`src/logic/otr_cfg.svh`:
```
// Register map, reset values and timing constants for the termination mask and thermal readout
// Summary of operation
// - Write to rank drives its write mask
// - Write masks: two words, byte per rank
// - Read from rank drives its read mask
// - Read masks packed same as write masks
// - Write masks reset one-hot on own rank
// - Read masks reset to zero
// - Mask registers accessible in every state
// - Readout returns latest polled temperature
// - Readout read-only, ignores writes, resets zero
// - Rank n value at bits 4n+1:4n
// - Rank n status flag at bit 4n+2
// - Termination timed from chip select, on/off delays
`ifndef OTR_CFG_SVH
`define OTR_CFG_SVH
// ------------------------------------------------------------
// Register offsets (byte addresses)
// ------------------------------------------------------------
`define OTR_OFS_WR_LO 12'h360
`define OTR_OFS_WR_HI 12'h364
`define OTR_OFS_RD_LO 12'h368
`define OTR_OFS_RD_HI 12'h36C
`define OTR_OFS_THERM 12'h370
`define OTR_OFS_TIMING 12'h358
// ------------------------------------------------------------
// Reset values
// ------------------------------------------------------------
`define OTR_RST_WR_LO 32'h08040201
`define OTR_RST_WR_HI 32'h80402010
`define OTR_RST_RD_LO 32'h00000000
`define OTR_RST_RD_HI 32'h00000000
`define OTR_RST_THERM 32'h00000000
`define OTR_RST_TIMING 32'h06000600
// ------------------------------------------------------------
// Field positions of the on/off delay register
// ------------------------------------------------------------
`define OTR_TON_WR_LSB 0
`define OTR_TOFF_WR_LSB 8
`define OTR_TON_RD_LSB 16
`define OTR_TOFF_RD_LSB 24
`define OTR_DLY_W 5
// ------------------------------------------------------------
// Readout nibble layout
// ------------------------------------------------------------
`define OTR_NIB_W 4
`define OTR_FLAG_POS 2
`endif

```
`src/logic/otr_pkg.sv`:
```
// Types shared by the termination mask and thermal readout block
package otr_pkg;
   // Access kind of the current column command
   typedef enum logic [1:0]
   {
      OTR_IDLE = 2'b00,
      OTR_WR = 2'b01,
      OTR_RD = 2'b11
   } otr_kind_t;
endpackage

```
`src/logic/otr_thermal_store.sv`:
```
// Per-rank thermal poll result store with registered read data
`timescale 1ns/10ps
`default_nettype none
`include "otr_cfg.svh"
module otr_thermal_store
#(
   parameter int RANKS = 8
)
(
   input wire logic mclk_i,
   input wire logic resetn_i,
   input wire logic [RANKS-1:0] upd_i,
   input wire logic [2*RANKS-1:0] value_i,
   input wire logic [RANKS-1:0] flag_i,
   input wire logic rd_i,
   output logic [4*RANKS-1:0] rdata_o
);
   // All rank nibbles side by side, rank 0 lowest
   wire logic [4*RANKS-1:0] store_all;

   // ------------------------------------------------------------
   // Per-rank capture
   // ------------------------------------------------------------
   for (genvar n = 0; n < RANKS; n++)
   begin : g_rank
      // Stored nibble of this rank
      logic [3:0] nib_q;

      // Latest poll wins; software cannot write here
      always_ff @(posedge mclk_i)
      begin
         if (!resetn_i)
         begin
            nib_q <= 4'h0;
         end
         else if (upd_i[n])
         begin
            nib_q[1:0] <= value_i[2*n +: 2];
            nib_q[`OTR_FLAG_POS] <= flag_i[n];
            nib_q[3] <= 1'b0;
         end
      end

      // Each rank owns its slice, so no variable has two writers
      assign store_all[4*n +: 4] = nib_q;
   end

   // Registered read port
   always_ff @(posedge mclk_i)
   begin
      if (!resetn_i)
      begin
         rdata_o <= '0;
      end
      else if (rd_i)
      begin
         rdata_o <= store_all;
      end
   end
endmodule
`default_nettype wire

```
`src/logic/otr_top.sv`:
```
// Termination mask registers, on-die termination timing and thermal readout
//
// The address-and-strobe port is this design's own decision.
`timescale 1ns/10ps
`default_nettype none
`include "otr_cfg.svh"
module otr_top
#(
   parameter int RANKS = 8
)
(
   input wire logic mclk_i,
   input wire logic resetn_i,
   input wire logic [11:0] reg_addr_i,
   input wire logic [31:0] reg_wdata_i,
   input wire logic reg_wr_i,
   input wire logic reg_rd_i,
   output logic [31:0] reg_rdata_o,
   input wire logic cmd_valid_i,
   input wire otr_pkg::otr_kind_t cmd_kind_i,
   input wire logic [2:0] cmd_rank_i,
   input wire logic [RANKS-1:0] poll_upd_i,
   input wire logic [2*RANKS-1:0] poll_value_i,
   input wire logic [RANKS-1:0] poll_flag_i,
   output logic [7:0] dfi_odt_o
);
   import otr_pkg::*;

   // ------------------------------------------------------------
   // Elaboration checks
   // ------------------------------------------------------------
   if (RANKS != 8)
   begin : g_bad_ranks
      $error("otr_top serves exactly eight ranks");
   end

   // ------------------------------------------------------------
   // Declarations
   // ------------------------------------------------------------
   logic [31:0] wr_lo_q; // Write masks ranks 0-3
   logic [31:0] wr_hi_q; // Write masks ranks 4-7
   logic [31:0] rd_lo_q; // Read masks ranks 0-3
   logic [31:0] rd_hi_q; // Read masks ranks 4-7
   logic [31:0] tim_q; // On/off delays
   logic [63:0] wr_all; // All write masks
   logic [63:0] rd_all; // All read masks
   logic [7:0] mask_q; // Mask latched at command
   logic [4:0] on_q; // On delay of the access
   logic [4:0] off_q; // Off delay of the access
   logic [4:0] cnt_q; // Cycles since chip select
   logic busy_q; // Access window open
   logic sel_q; // Previous cycle carried a read of any address
   logic therm_sel_q; // Previous read was the readout
   logic [31:0] rdata_d; // Read mux
   logic [31:0] rdata_q; // Registered read mux
   logic [31:0] therm_rdata; // Readout store data
   logic therm_rd; // Readout read strobe

   assign wr_all = {wr_hi_q, wr_lo_q};
   assign rd_all = {rd_hi_q, rd_lo_q};
   assign therm_rd = reg_rd_i && (reg_addr_i == `OTR_OFS_THERM);

   // ------------------------------------------------------------
   // Register writes
   // ------------------------------------------------------------
   // Write masks; accepted in any controller state
   always_ff @(posedge mclk_i)
   begin
      if (!resetn_i)
      begin
         wr_lo_q <= `OTR_RST_WR_LO;
         wr_hi_q <= `OTR_RST_WR_HI;
      end
      else if (reg_wr_i)
      begin
         if (reg_addr_i == `OTR_OFS_WR_LO)
         begin
            wr_lo_q <= reg_wdata_i;
         end
         else if (reg_addr_i == `OTR_OFS_WR_HI)
         begin
            wr_hi_q <= reg_wdata_i;
         end
      end
   end

   // Read masks
   always_ff @(posedge mclk_i)
   begin
      if (!resetn_i)
      begin
         rd_lo_q <= `OTR_RST_RD_LO;
         rd_hi_q <= `OTR_RST_RD_HI;
      end
      else if (reg_wr_i)
      begin
         if (reg_addr_i == `OTR_OFS_RD_LO)
         begin
            rd_lo_q <= reg_wdata_i;
         end
         else if (reg_addr_i == `OTR_OFS_RD_HI)
         begin
            rd_hi_q <= reg_wdata_i;
         end
      end
   end

   // Delay register; reserved bits held at zero
   always_ff @(posedge mclk_i)
   begin
      if (!resetn_i)
      begin
         tim_q <= `OTR_RST_TIMING;
      end
      else if (reg_wr_i && (reg_addr_i == `OTR_OFS_TIMING))
      begin
         tim_q <= reg_wdata_i & 32'h1F1F1F1F;
      end
   end

   // ------------------------------------------------------------
   // Termination timing
   // ------------------------------------------------------------
   // Latch mask and delays when chip select fires
   always_ff @(posedge mclk_i)
   begin
      if (!resetn_i)
      begin
         mask_q <= 8'h00;
         on_q <= 5'h00;
         off_q <= 5'h00;
      end
      else if (cmd_valid_i && (cmd_kind_i == OTR_WR))
      begin
         mask_q <= wr_all[8*cmd_rank_i +: 8];
         on_q <= tim_q[`OTR_TON_WR_LSB +: `OTR_DLY_W];
         off_q <= tim_q[`OTR_TOFF_WR_LSB +: `OTR_DLY_W];
      end
      else if (cmd_valid_i && (cmd_kind_i == OTR_RD))
      begin
         mask_q <= rd_all[8*cmd_rank_i +: 8];
         on_q <= tim_q[`OTR_TON_RD_LSB +: `OTR_DLY_W];
         off_q <= tim_q[`OTR_TOFF_RD_LSB +: `OTR_DLY_W];
      end
   end

   // Cycle counter from chip select; a new write or read command restarts it
   always_ff @(posedge mclk_i)
   begin
      if (!resetn_i)
      begin
         cnt_q <= 5'h00;
         busy_q <= 1'b0;
      end
      else if (cmd_valid_i && (cmd_kind_i != OTR_IDLE))
      begin
         cnt_q <= 5'h00;
         busy_q <= 1'b1;
      end
      else if (busy_q)
      begin
         cnt_q <= cnt_q + 5'h01;
         if (cnt_q == 5'h1F)
         begin
            busy_q <= 1'b0;
         end
      end
   end

   // Drive termination inside the on/off window
   always_ff @(posedge mclk_i)
   begin
      if (!resetn_i)
      begin
         dfi_odt_o <= 8'h00;
      end
      else if (busy_q && (cnt_q == on_q))
      begin
         dfi_odt_o <= mask_q;
      end
      else if (busy_q && (cnt_q == off_q))
      begin
         dfi_odt_o <= 8'h00;
      end
      else if (!busy_q)
      begin
         dfi_odt_o <= 8'h00;
      end
   end

   // ------------------------------------------------------------
   // Thermal readout store
   // ------------------------------------------------------------
   otr_thermal_store #(.RANKS(RANKS)) u_store
   (
      .mclk_i(mclk_i),
      .resetn_i(resetn_i),
      .upd_i(poll_upd_i),
      .value_i(poll_value_i),
      .flag_i(poll_flag_i),
      .rd_i(therm_rd),
      .rdata_o(therm_rdata)
   );

   // ------------------------------------------------------------
   // Read path
   // ------------------------------------------------------------
   // Select data for a read; unmapped reads give zero
   always_comb
   begin
      rdata_d = 32'h00000000;
      unique case (reg_addr_i)
         `OTR_OFS_WR_LO: rdata_d = wr_lo_q;
         `OTR_OFS_WR_HI: rdata_d = wr_hi_q;
         `OTR_OFS_RD_LO: rdata_d = rd_lo_q;
         `OTR_OFS_RD_HI: rdata_d = rd_hi_q;
         `OTR_OFS_TIMING: rdata_d = tim_q;
         default: rdata_d = 32'h00000000;
      endcase
   end

   // Register mux data and remember the source
   always_ff @(posedge mclk_i)
   begin
      if (!resetn_i)
      begin
         rdata_q <= 32'h00000000;
         sel_q <= 1'b0;
         therm_sel_q <= 1'b0;
      end
      else
      begin
         rdata_q <= reg_rd_i ? rdata_d : 32'h00000000;
         sel_q <= reg_rd_i;
         therm_sel_q <= therm_rd;
      end
   end

   // Readout data already registered in the store; merge both sources
   always_comb
   begin
      reg_rdata_o = 32'h00000000;
      if (therm_sel_q)
      begin
         reg_rdata_o = therm_rdata;
      end
      else if (sel_q)
      begin
         reg_rdata_o = rdata_q;
      end
   end
endmodule
`default_nettype wire

```
`config.mk`:
```
export PLATFORM = sky130hd
export DESIGN_NAME = otr_top
export DESIGN_NICKNAME = d
export VERILOG_FILES = /design/src/logic/otr_pkg.sv /design/src/logic/otr_thermal_store.sv /design/src/logic/otr_top.sv
export VERILOG_INCLUDE_DIRS = /design/src /design/src/logic
export SDC_FILE = /design/constraint.sdc
export NUM_CORES = 1
export LEC_CHECK = 0
export BUFFER_PORTS_ARGS = -buffer_cell sky130_fd_sc_hd__clkbuf_2
export CORE_MARGIN = 1
export CORE_UTILIZATION = 45
export CTS_CLUSTER_SIZE = 24
export DETAILED_ROUTE_END_ITERATION = 16
export GPL_ROUTABILITY_DRIVEN = 0
export PLACE_DENSITY = 0.71
export RECOVER_POWER = 100
export SLEW_MARGIN = 20
export SYNTH_ARGS = -nofsm -noshare
export SYNTH_HDL_FRONTEND = slang
export SYNTH_HIERARCHICAL = 1
export SYNTH_SLANG_ARGS = --single-unit
```
`constraint.sdc`:
```
create_clock -name mclk_i -period 2.3 [get_ports mclk_i]
set_input_delay 0.46 -clock mclk_i [delete_from_list [all_inputs] [get_ports mclk_i]]
set_output_delay 0.46 -clock mclk_i [all_outputs]
set_load 0.05 [all_outputs]
```
==> results.json, run 1 <==
{
  "cts_sinks": 262,
  "final-setup-viol-count": 0,
  "ant_nets": 0,
  "synth_top_family_by_area": "multiplexers",
  "synthSimpleGateAreaFrac_pct": 14.4,
  "fin_crit_sh_pct": 94.5,
  "grt_start_max_net_pins": 113,
  "cts_resized": 0,
  "die_h_um": 165,
  "synth-warning-count": 6,
  "clkTransAtPathRegs_ns": 0.06,
  "worst_slew_pin_slew_ns": 1.00,
  "cts_tree": "done",
  "crit_arrival_ns": 1.71,
  "p_int_mw": 7.75,
  "ys_async_sr_fraction_pct": 0,
  "numCtsBuffers": 28,
  "fin_util_pct": 53.0,
  "hold_path.class": "in -> reg",
  "die_x_um": 165,
  "synth_edf_count": 0,
  "total_power_mw": 9.92,
  "cp-start-kind": "register",
  "max_stage_delay_ns": 0.32,
  "synth.area.mux_share_pct": 29.4,
  "die-area_mm2": 0.0273,
  "gr-total-overflow": 0,
  "grt_pass1_vias": 8034,
  "hpwl_um": 20100,
  "critical_path_class": "reg -> out",
  "place_ws_ns": -0.0427,
  "wl_per_cell_um": 19.6,
  "viasPerCell": 5.50,
  "netlist.area_leader.share_pct": 43.8,
  "p_per_area_mw_per_mm2": 718,
  "core_area_mm2": 0.0261,
  "rows": 59,
  "outcome": "finished, final reports clean",
  "grtUsageTotal_pct": 21.5,
  "clock_skew_ns": 0.00777,
  "hold_viol_final": 0,
  "syn2layout_area_growth_pct": 15.3,
  "p_leak_nw": 6.00,
  "hold_depth": 3,
  "synth_compound_area_share_pct": 7.05,
  "ys_seq_area_share_pct": 43.8,
  "htree_levels": 1,
  "post-cts-setup-buffers": 0,
  "syn_avg_cell_area_um2": 11.6,
  "layout.nets": 1233,
  "p_comb_share_pct": 5.7,
  "relSlewSlack_pct": 33.1,
  "cts_hold_buffers": 0,
  "start_util_pct": 46.0,
  "yosys.area_share.adder_pct": 0.209,
  "cts_root_buf": "clkbuf_16",
  "yosys-top-cells-area": "dfxtp_1 44%, mux2i_1 17%, mux4_2 12%",
  "dpl.cell_count": 1450,
  "period_needed_ns": 2.17,
  "fin_cells": 1501,
  "drive_gt1_share_pct": 22.4,
  "grt_pass1_wl_um": 45100,
  "regArea_mm2": 0.00525,
  "yosys-top-cells-count": "262 x dfxtp_1, 208 x mux2i_1, 206 x nor2b_1, 64 x mux4_2, 44 x clkbuf_1",
  "vdd_drop_max_v": 0.000538,
  "slew_viol_final": 0,
  "yosysUniqueCellTypes": 42,
  "setup_slack_ns": 0.126,
  "clkPwrFrac_pct": 47.7,
  "clockBufferDepth": 3,
  "cp_max_fo": 16,
  "crit_chain": "nor2b_2 > buf_4 > a22o_1 > clkbuf_2",
  "switchingPower_mw": 2.17,
  "drt_iter0_markers": 656,
  "crit_required_ns": 1.84,
  "synthCells": 1037,
  "yosys.area.top_type": "dfxtp_1",
  "final.fill_count": 2292,
  "portBuffers": 125,
  "worst_setup_path_end_kind": "output port",
  "netlist_area_mm2": 0.0120,
  "path_buf_inv": 2,
  "yosys_register_bits": 262,
  "synth_ff_type": "dfxtp_1",
  "pin_count": 126,
  "path_delay_family": "buffers and inverters",
  "antenna_found_initial": 2,
  "maxClockFrequency_mhz": 460,
  "dr.pass1.iters": 5,
  "sequentialPowerShare_pct": 46.6,
  "vias": 8251,
  "max_cap_violations": 0,
  "synthXorXnorAreaFrac_pct": 0.950,
  "synth_most_common_cell": "dfxtp_1",
  "netSwitchingFraction_pct": 21.9,
  "multiInputGateArea_mm2": 0.00625,
  "crit_slowest_cell": "dfxtp_1",
  "clk_latency_ns": 0.54,
  "drc": 0,
  "wirelength_um": 29400,
  "path_depth": 4,
  "worstRegToRegCells": 5,
  "rsz0062_at_grt": "false"
}
[area by class of cell]
cell class / instances / area share [%]
tap: 335 / 3.03
sequential: 262 / 37.9
inverter: 2 / 0.0543
clock inverter: 12 / 1.25
antenna: 1 / 0.0181
timing repair buffer: 160 / 6.64
clock buffer: 38 / 5.86
multi-input combinational: 691 / 45.2
[power groups by stage]
| stage | Clock [mW] | Sequential (mW) | Combinational, mW |
|---|---|---|---|
| finish | 4.73 | 4.63 | 0.566 |
| global route | 5.01 | 4.63 | 0.612 |
| CTS | 4.80 | 4.62 | 0.576 |
| detailed placement | 0 | 4.73 | 0.574 |
| global placement | 0 | 4.72 | 0.566 |
| floorplan | 0 | 4.72 | 0.353 |
[metrics by stage]
step | setup TNS [ns] | hold WS (ns) | instance area, µm²
4_1_cts | 0 | 0.164 | 14000
3_5_place_dp | -0.453 | 0.484 | 13000
6_report | 0 | 0.187 | 13800
2_1_floorplan | 0 | 0.454 | 12000
5_1_grt | 0 | 0.193 | 13800
3_3_place_gp | -0.00285 | 0.477 | 13000
[cells in the final DEF (no fill, tap or decap), drive strengths merged, types with 2 or more instances in the layout]
| cell | count |
|---|---|
| a21boi | 2 |
| nand4 | 4 |
| nand2 | 28 |
| dfxtp | 262 |
| and4 | 3 |
| ha | 2 |
| o211a | 18 |
| o22ai | 16 |
| nand2b | 3 |
| clkinv | 4 |
| buf | 25 |
| mux4 | 64 |
| and3 | 2 |
| a32oi | 8 |
| nor2b | 206 |
| and2 | 5 |
| a22oi | 20 |
| nand3 | 3 |
| mux2i | 208 |
| a22o | 31 |
| nor3 | 3 |
| bufinv | 4 |
| conb | 8 |
| xnor2 | 3 |
| clkinvlp | 5 |
| o21ai | 10 |
| nor2 | 27 |
| clkbuf | 173 |
| xor2 | 10 |
[path summary, 6_finish.rpt]
kind | endpoint | slack, ns | start
max reg2reg | dfi_odt_o[1]$_SDFFE_PN0P_ | 0.44 | cnt_q[1]$_SDFFE_PP0P_
min | u_store/g_rank[1].nib_q[1]$_SDFFE_PN0P_ | 0.19 | poll_value_i[3]
max | reg_rdata_o[15] | 0.13 | sel_q$_SDFF_PN0_
min reg2reg | wr_hi_q[4]$_SDFFE_PN1P_ | 0.50 | wr_hi_q[4]$_SDFFE_PN1P_
[worst reg2reg max path, delay by kind of cell (launching register included)]
kind            cells  cell delay, ns
xor+xnor            1            0.21
compound gates      2            0.94
flops               1            0.43
simple gates        2            0.22
[flip-flops by register name, indices dropped and copies added (netlist names), 8 cells and up]
register	flops
wr_hi_q	32
rd_hi_q	32
rd_lo_q	32
rdata_q	32
mask_q	8
wr_lo_q	32
tim_q	20
u_store/rdata_o	24
u_store/g_rank.nib_q	24
dfi_odt_o	8
[layer usage]
| metal | track usage, % | wire [µm] | vias up |
|---|---|---|---|
| li1 | - | - | 3924 |
| met2 | 35.7 | 13500 | 250 |
| met1 | 29.4 | 13600 | 4025 |
| met3 | 2.52 | 1450 | 52 |
| met4 | 6.01 | 777 | 0 |
| met5 | 0 | 0 | - |
[cells by family (layout without fill, tap and decap cells)]
family                   count (synthesis)  count (layout)
multiplexers                           272             272
other                                    1               9
flip-flops                             262             262
AND/OR/NAND/NOR                        290             290
XOR/XNOR                                13              13
adder cells (fa/ha/maj)                  2               2
buffers and inverters                   91             212
AO/OA/AOI/OAI                          106             106
Power figures use the tool's default switching activity.
==> run 2: changes to the inputs <==
--- a/config.mk
+++ b/config.mk
@@ -7,12 +7,11 @@
 export NUM_CORES = 1
 export LEC_CHECK = 0
 export BUFFER_PORTS_ARGS = -buffer_cell sky130_fd_sc_hd__clkbuf_2
-export CORE_MARGIN = 1
 export CORE_UTILIZATION = 45
 export CTS_CLUSTER_SIZE = 24
 export DETAILED_ROUTE_END_ITERATION = 16
 export GPL_ROUTABILITY_DRIVEN = 0
-export PLACE_DENSITY = 0.71
+export PLACE_DENSITY = 0.73
 export RECOVER_POWER = 100
 export SLEW_MARGIN = 20
 export SYNTH_ARGS = -nofsm -noshare
==> constraint.sdc (replaced) <==
create_clock -name mclk_i -period 1.9 [get_ports mclk_i]
set_input_delay 0.38 -clock mclk_i [delete_from_list [all_inputs] [get_ports mclk_i]]
set_output_delay 0.38 -clock mclk_i [all_outputs]
set_load 0.05 [all_outputs]
==> run 2 against run 1 <==
Effect of this change: die area did not move; largest cell class unchanged; highest routed layer is now met5; critical path depth did not move; hold slack got worse by 0.079 ns; utilization rose by 1.6 points; the flow now finishes with violations (negative setup slack).
==> results.json, run 2 (synthesis gave the netlist of run 1 again) <==
{
  "outcome": "finished, violations left",
  "violations": "negative setup slack",
  "grt_pass1_vias": 8252,
  "grt_use_met1_pct": 29.2,
  "antenna_found_initial": 3,
  "sequentialPowerShare_pct": 47.2,
  "final-setup-viol-count": 29,
  "cp_max_fo": 7,
  "cts_root_buf": "clkbuf_16",
  "vdd_drop_max_v": 0.000625,
  "p_comb_share_pct": 5.9,
  "p_int_mw": 9.29,
  "worst_slew_pin_slew_ns": 0.912,
  "clkPwrFrac_pct": 46.8,
  "start_util_pct": 46.0,
  "fin_cells": 1521,
  "vias": 8399,
  "hold_path.class": "in -> reg",
  "top_usage_layer": "met2",
  "crit_required_ns": 1.52,
  "dr.pass1.iters": 5,
  "rsz0062_at_grt": "true",
  "path_buf_inv": 2,
  "switchingPower_mw": 2.56,
  "max_stage_delay_ns": 0.33,
  "post-cts-setup-buffers": 0,
  "layout.nets": 1251,
  "hold_depth": 3,
  "clockBufferDepth": 3,
  "drt_iter0_markers": 683,
  "drc": 0,
  "crit_arrival_ns": 1.60,
  "die-area_mm2": 0.0273,
  "pin_count": 126,
  "grt_start_max_net_pins": 74,
  "wl_per_cell_um": 19.4,
  "worstRegToRegCells": 4,
  "final_common_cell": "dfxtp_1",
  "grt_util_met3_pct": 3.95,
  "relSlewSlack_pct": 39.2,
  "fin_util_pct": 54.7,
  "ant_nets": 0,
  "p_per_area_mw_per_mm2": 833,
  "place_ws_ns": -0.338,
  "gr-usage-met2_pct": 34.6,
  "crit_slowest_cell": "dfxtp_2",
  "critical_path_class": "reg -> out",
  "viasPerCell": 5.52,
  "die_h_um": 165,
  "p_leak_nw": 6.17,
  "maxClockFrequency_mhz": 506,
  "clkTransAtPathRegs_ns": 0.06,
  "period_needed_ns": 1.98,
  "gr-total-overflow": 0,
  "grt_pass1_wl_um": 45800,
  "path_depth": 4,
  "syn2layout_area_growth_pct": 18.8,
  "core_area_mm2": 0.0261,
  "htree_levels": 1,
  "hpwl_um": 20600,
  "cts_sinks": 262,
  "final_cell_mix": "260 x dfxtp_1, 208 x mux2i_1, 205 x nor2b_1",
  "die_x_um": 165,
  "setup_slack_ns": -0.0776,
  "crit_chain": "nor2b_4 > buf_4 > a22o_1 > clkbuf_8",
  "rows": 59,
  "clock_skew_ns": 0.00677,
  "dpl.cell_count": 1466,
  "cp-start-kind": "register",
  "numCtsBuffers": 29,
  "max_cap_violations": 0,
  "cts_tree": "done",
  "netSwitchingFraction_pct": 21.6,
  "cts_hold_buffers": 0,
  "clk_latency_ns": 0.53,
  "hold_viol_final": 0,
  "wirelength_um": 29600,
  "portBuffers": 125,
  "worst_setup_path_end_kind": "output port",
  "drive_gt1_share_pct": 23.3,
  "fin_crit_sh_pct": 104,
  "path_delay_family": "buffers and inverters",
  "slew_viol_final": 0,
  "grtUsageTotal_pct": 21.7
}
[run 2: through the flow]
stage          setup TNS (ns)  total power [mW]  hold WS [ns]  area, µm²
5_1_grt                 -3.44              12.2         0.109      14200
3_3_place_gp           -23.36              6.41         0.478      13100
4_1_cts                 -2.11              12.0        0.0940      14300
2_1_floorplan         -0.0327              6.14         0.454      12000
3_5_place_dp           -30.03              6.42         0.498      13100
6_report                -1.32              11.9         0.107      14200
[run 2: path summary, 6_finish.rpt]
check | start | to | slack, ns
max | sel_q$_SDFF_PN0_ | reg_rdata_o[16] | -0.08
min | poll_value_i[10] | u_store/g_rank[5].nib_q[0]$_SDFFE_PN0P_ | 0.11
max reg2reg | rd_lo_q[0]$_SDFFE_PN0P_ | mask_q[0]$_SDFFE_PN0P_ | 0.30
min reg2reg | mask_q[3]$_SDFFE_PN0P_ | mask_q[3]$_SDFFE_PN0P_ | 0.51
[run 2: final cells by class]
cell class                      count  area [µm²]
Tap cell                          335         419
Clock inverter                      9         120
Multi-Input combinational cell    691        6280
Sequential cell                   262        5250
Inverter                            2        7.51
Fill cell                        2217       11800
Clock buffer                       44         832
Antenna cell                        1        2.50
Timing Repair Buffer              177        1340
[run 2: power by group through the flow]
stage	Combinational (mW)	Sequential, mW	Clock (mW)
after floorplan	0.429	5.71	0
after global placement	0.693	5.72	0
after detailed placement	0.700	5.72	0
after CTS	0.711	5.60	5.66
after global routing	0.757	5.60	5.89
final	0.703	5.60	5.55
[run 2: what timing repair did]
action                                  CTS  global route
endpoints found under the hold margin     0             0
pin swaps                                 1             0
cloned                                    1             0
endpoints found under the setup margin   32            32
resized for setup                        69            14
[run 2: worst reg2reg max path, delay by kind of cell, from the launching register on]
kind,cells,cell delay (ns)
AOI/OAI and AO/OA,3,0.64
DFF,1,0.33
muxes,1,0.52
[run 2: routing by layer]
metal / up-vias / wire (µm)
met2: 281 / 13300
met5: - / 17
met4: 2 / 1070
li1: 3969 / -
met1: 4085 / 13400
met3: 62 / 1740
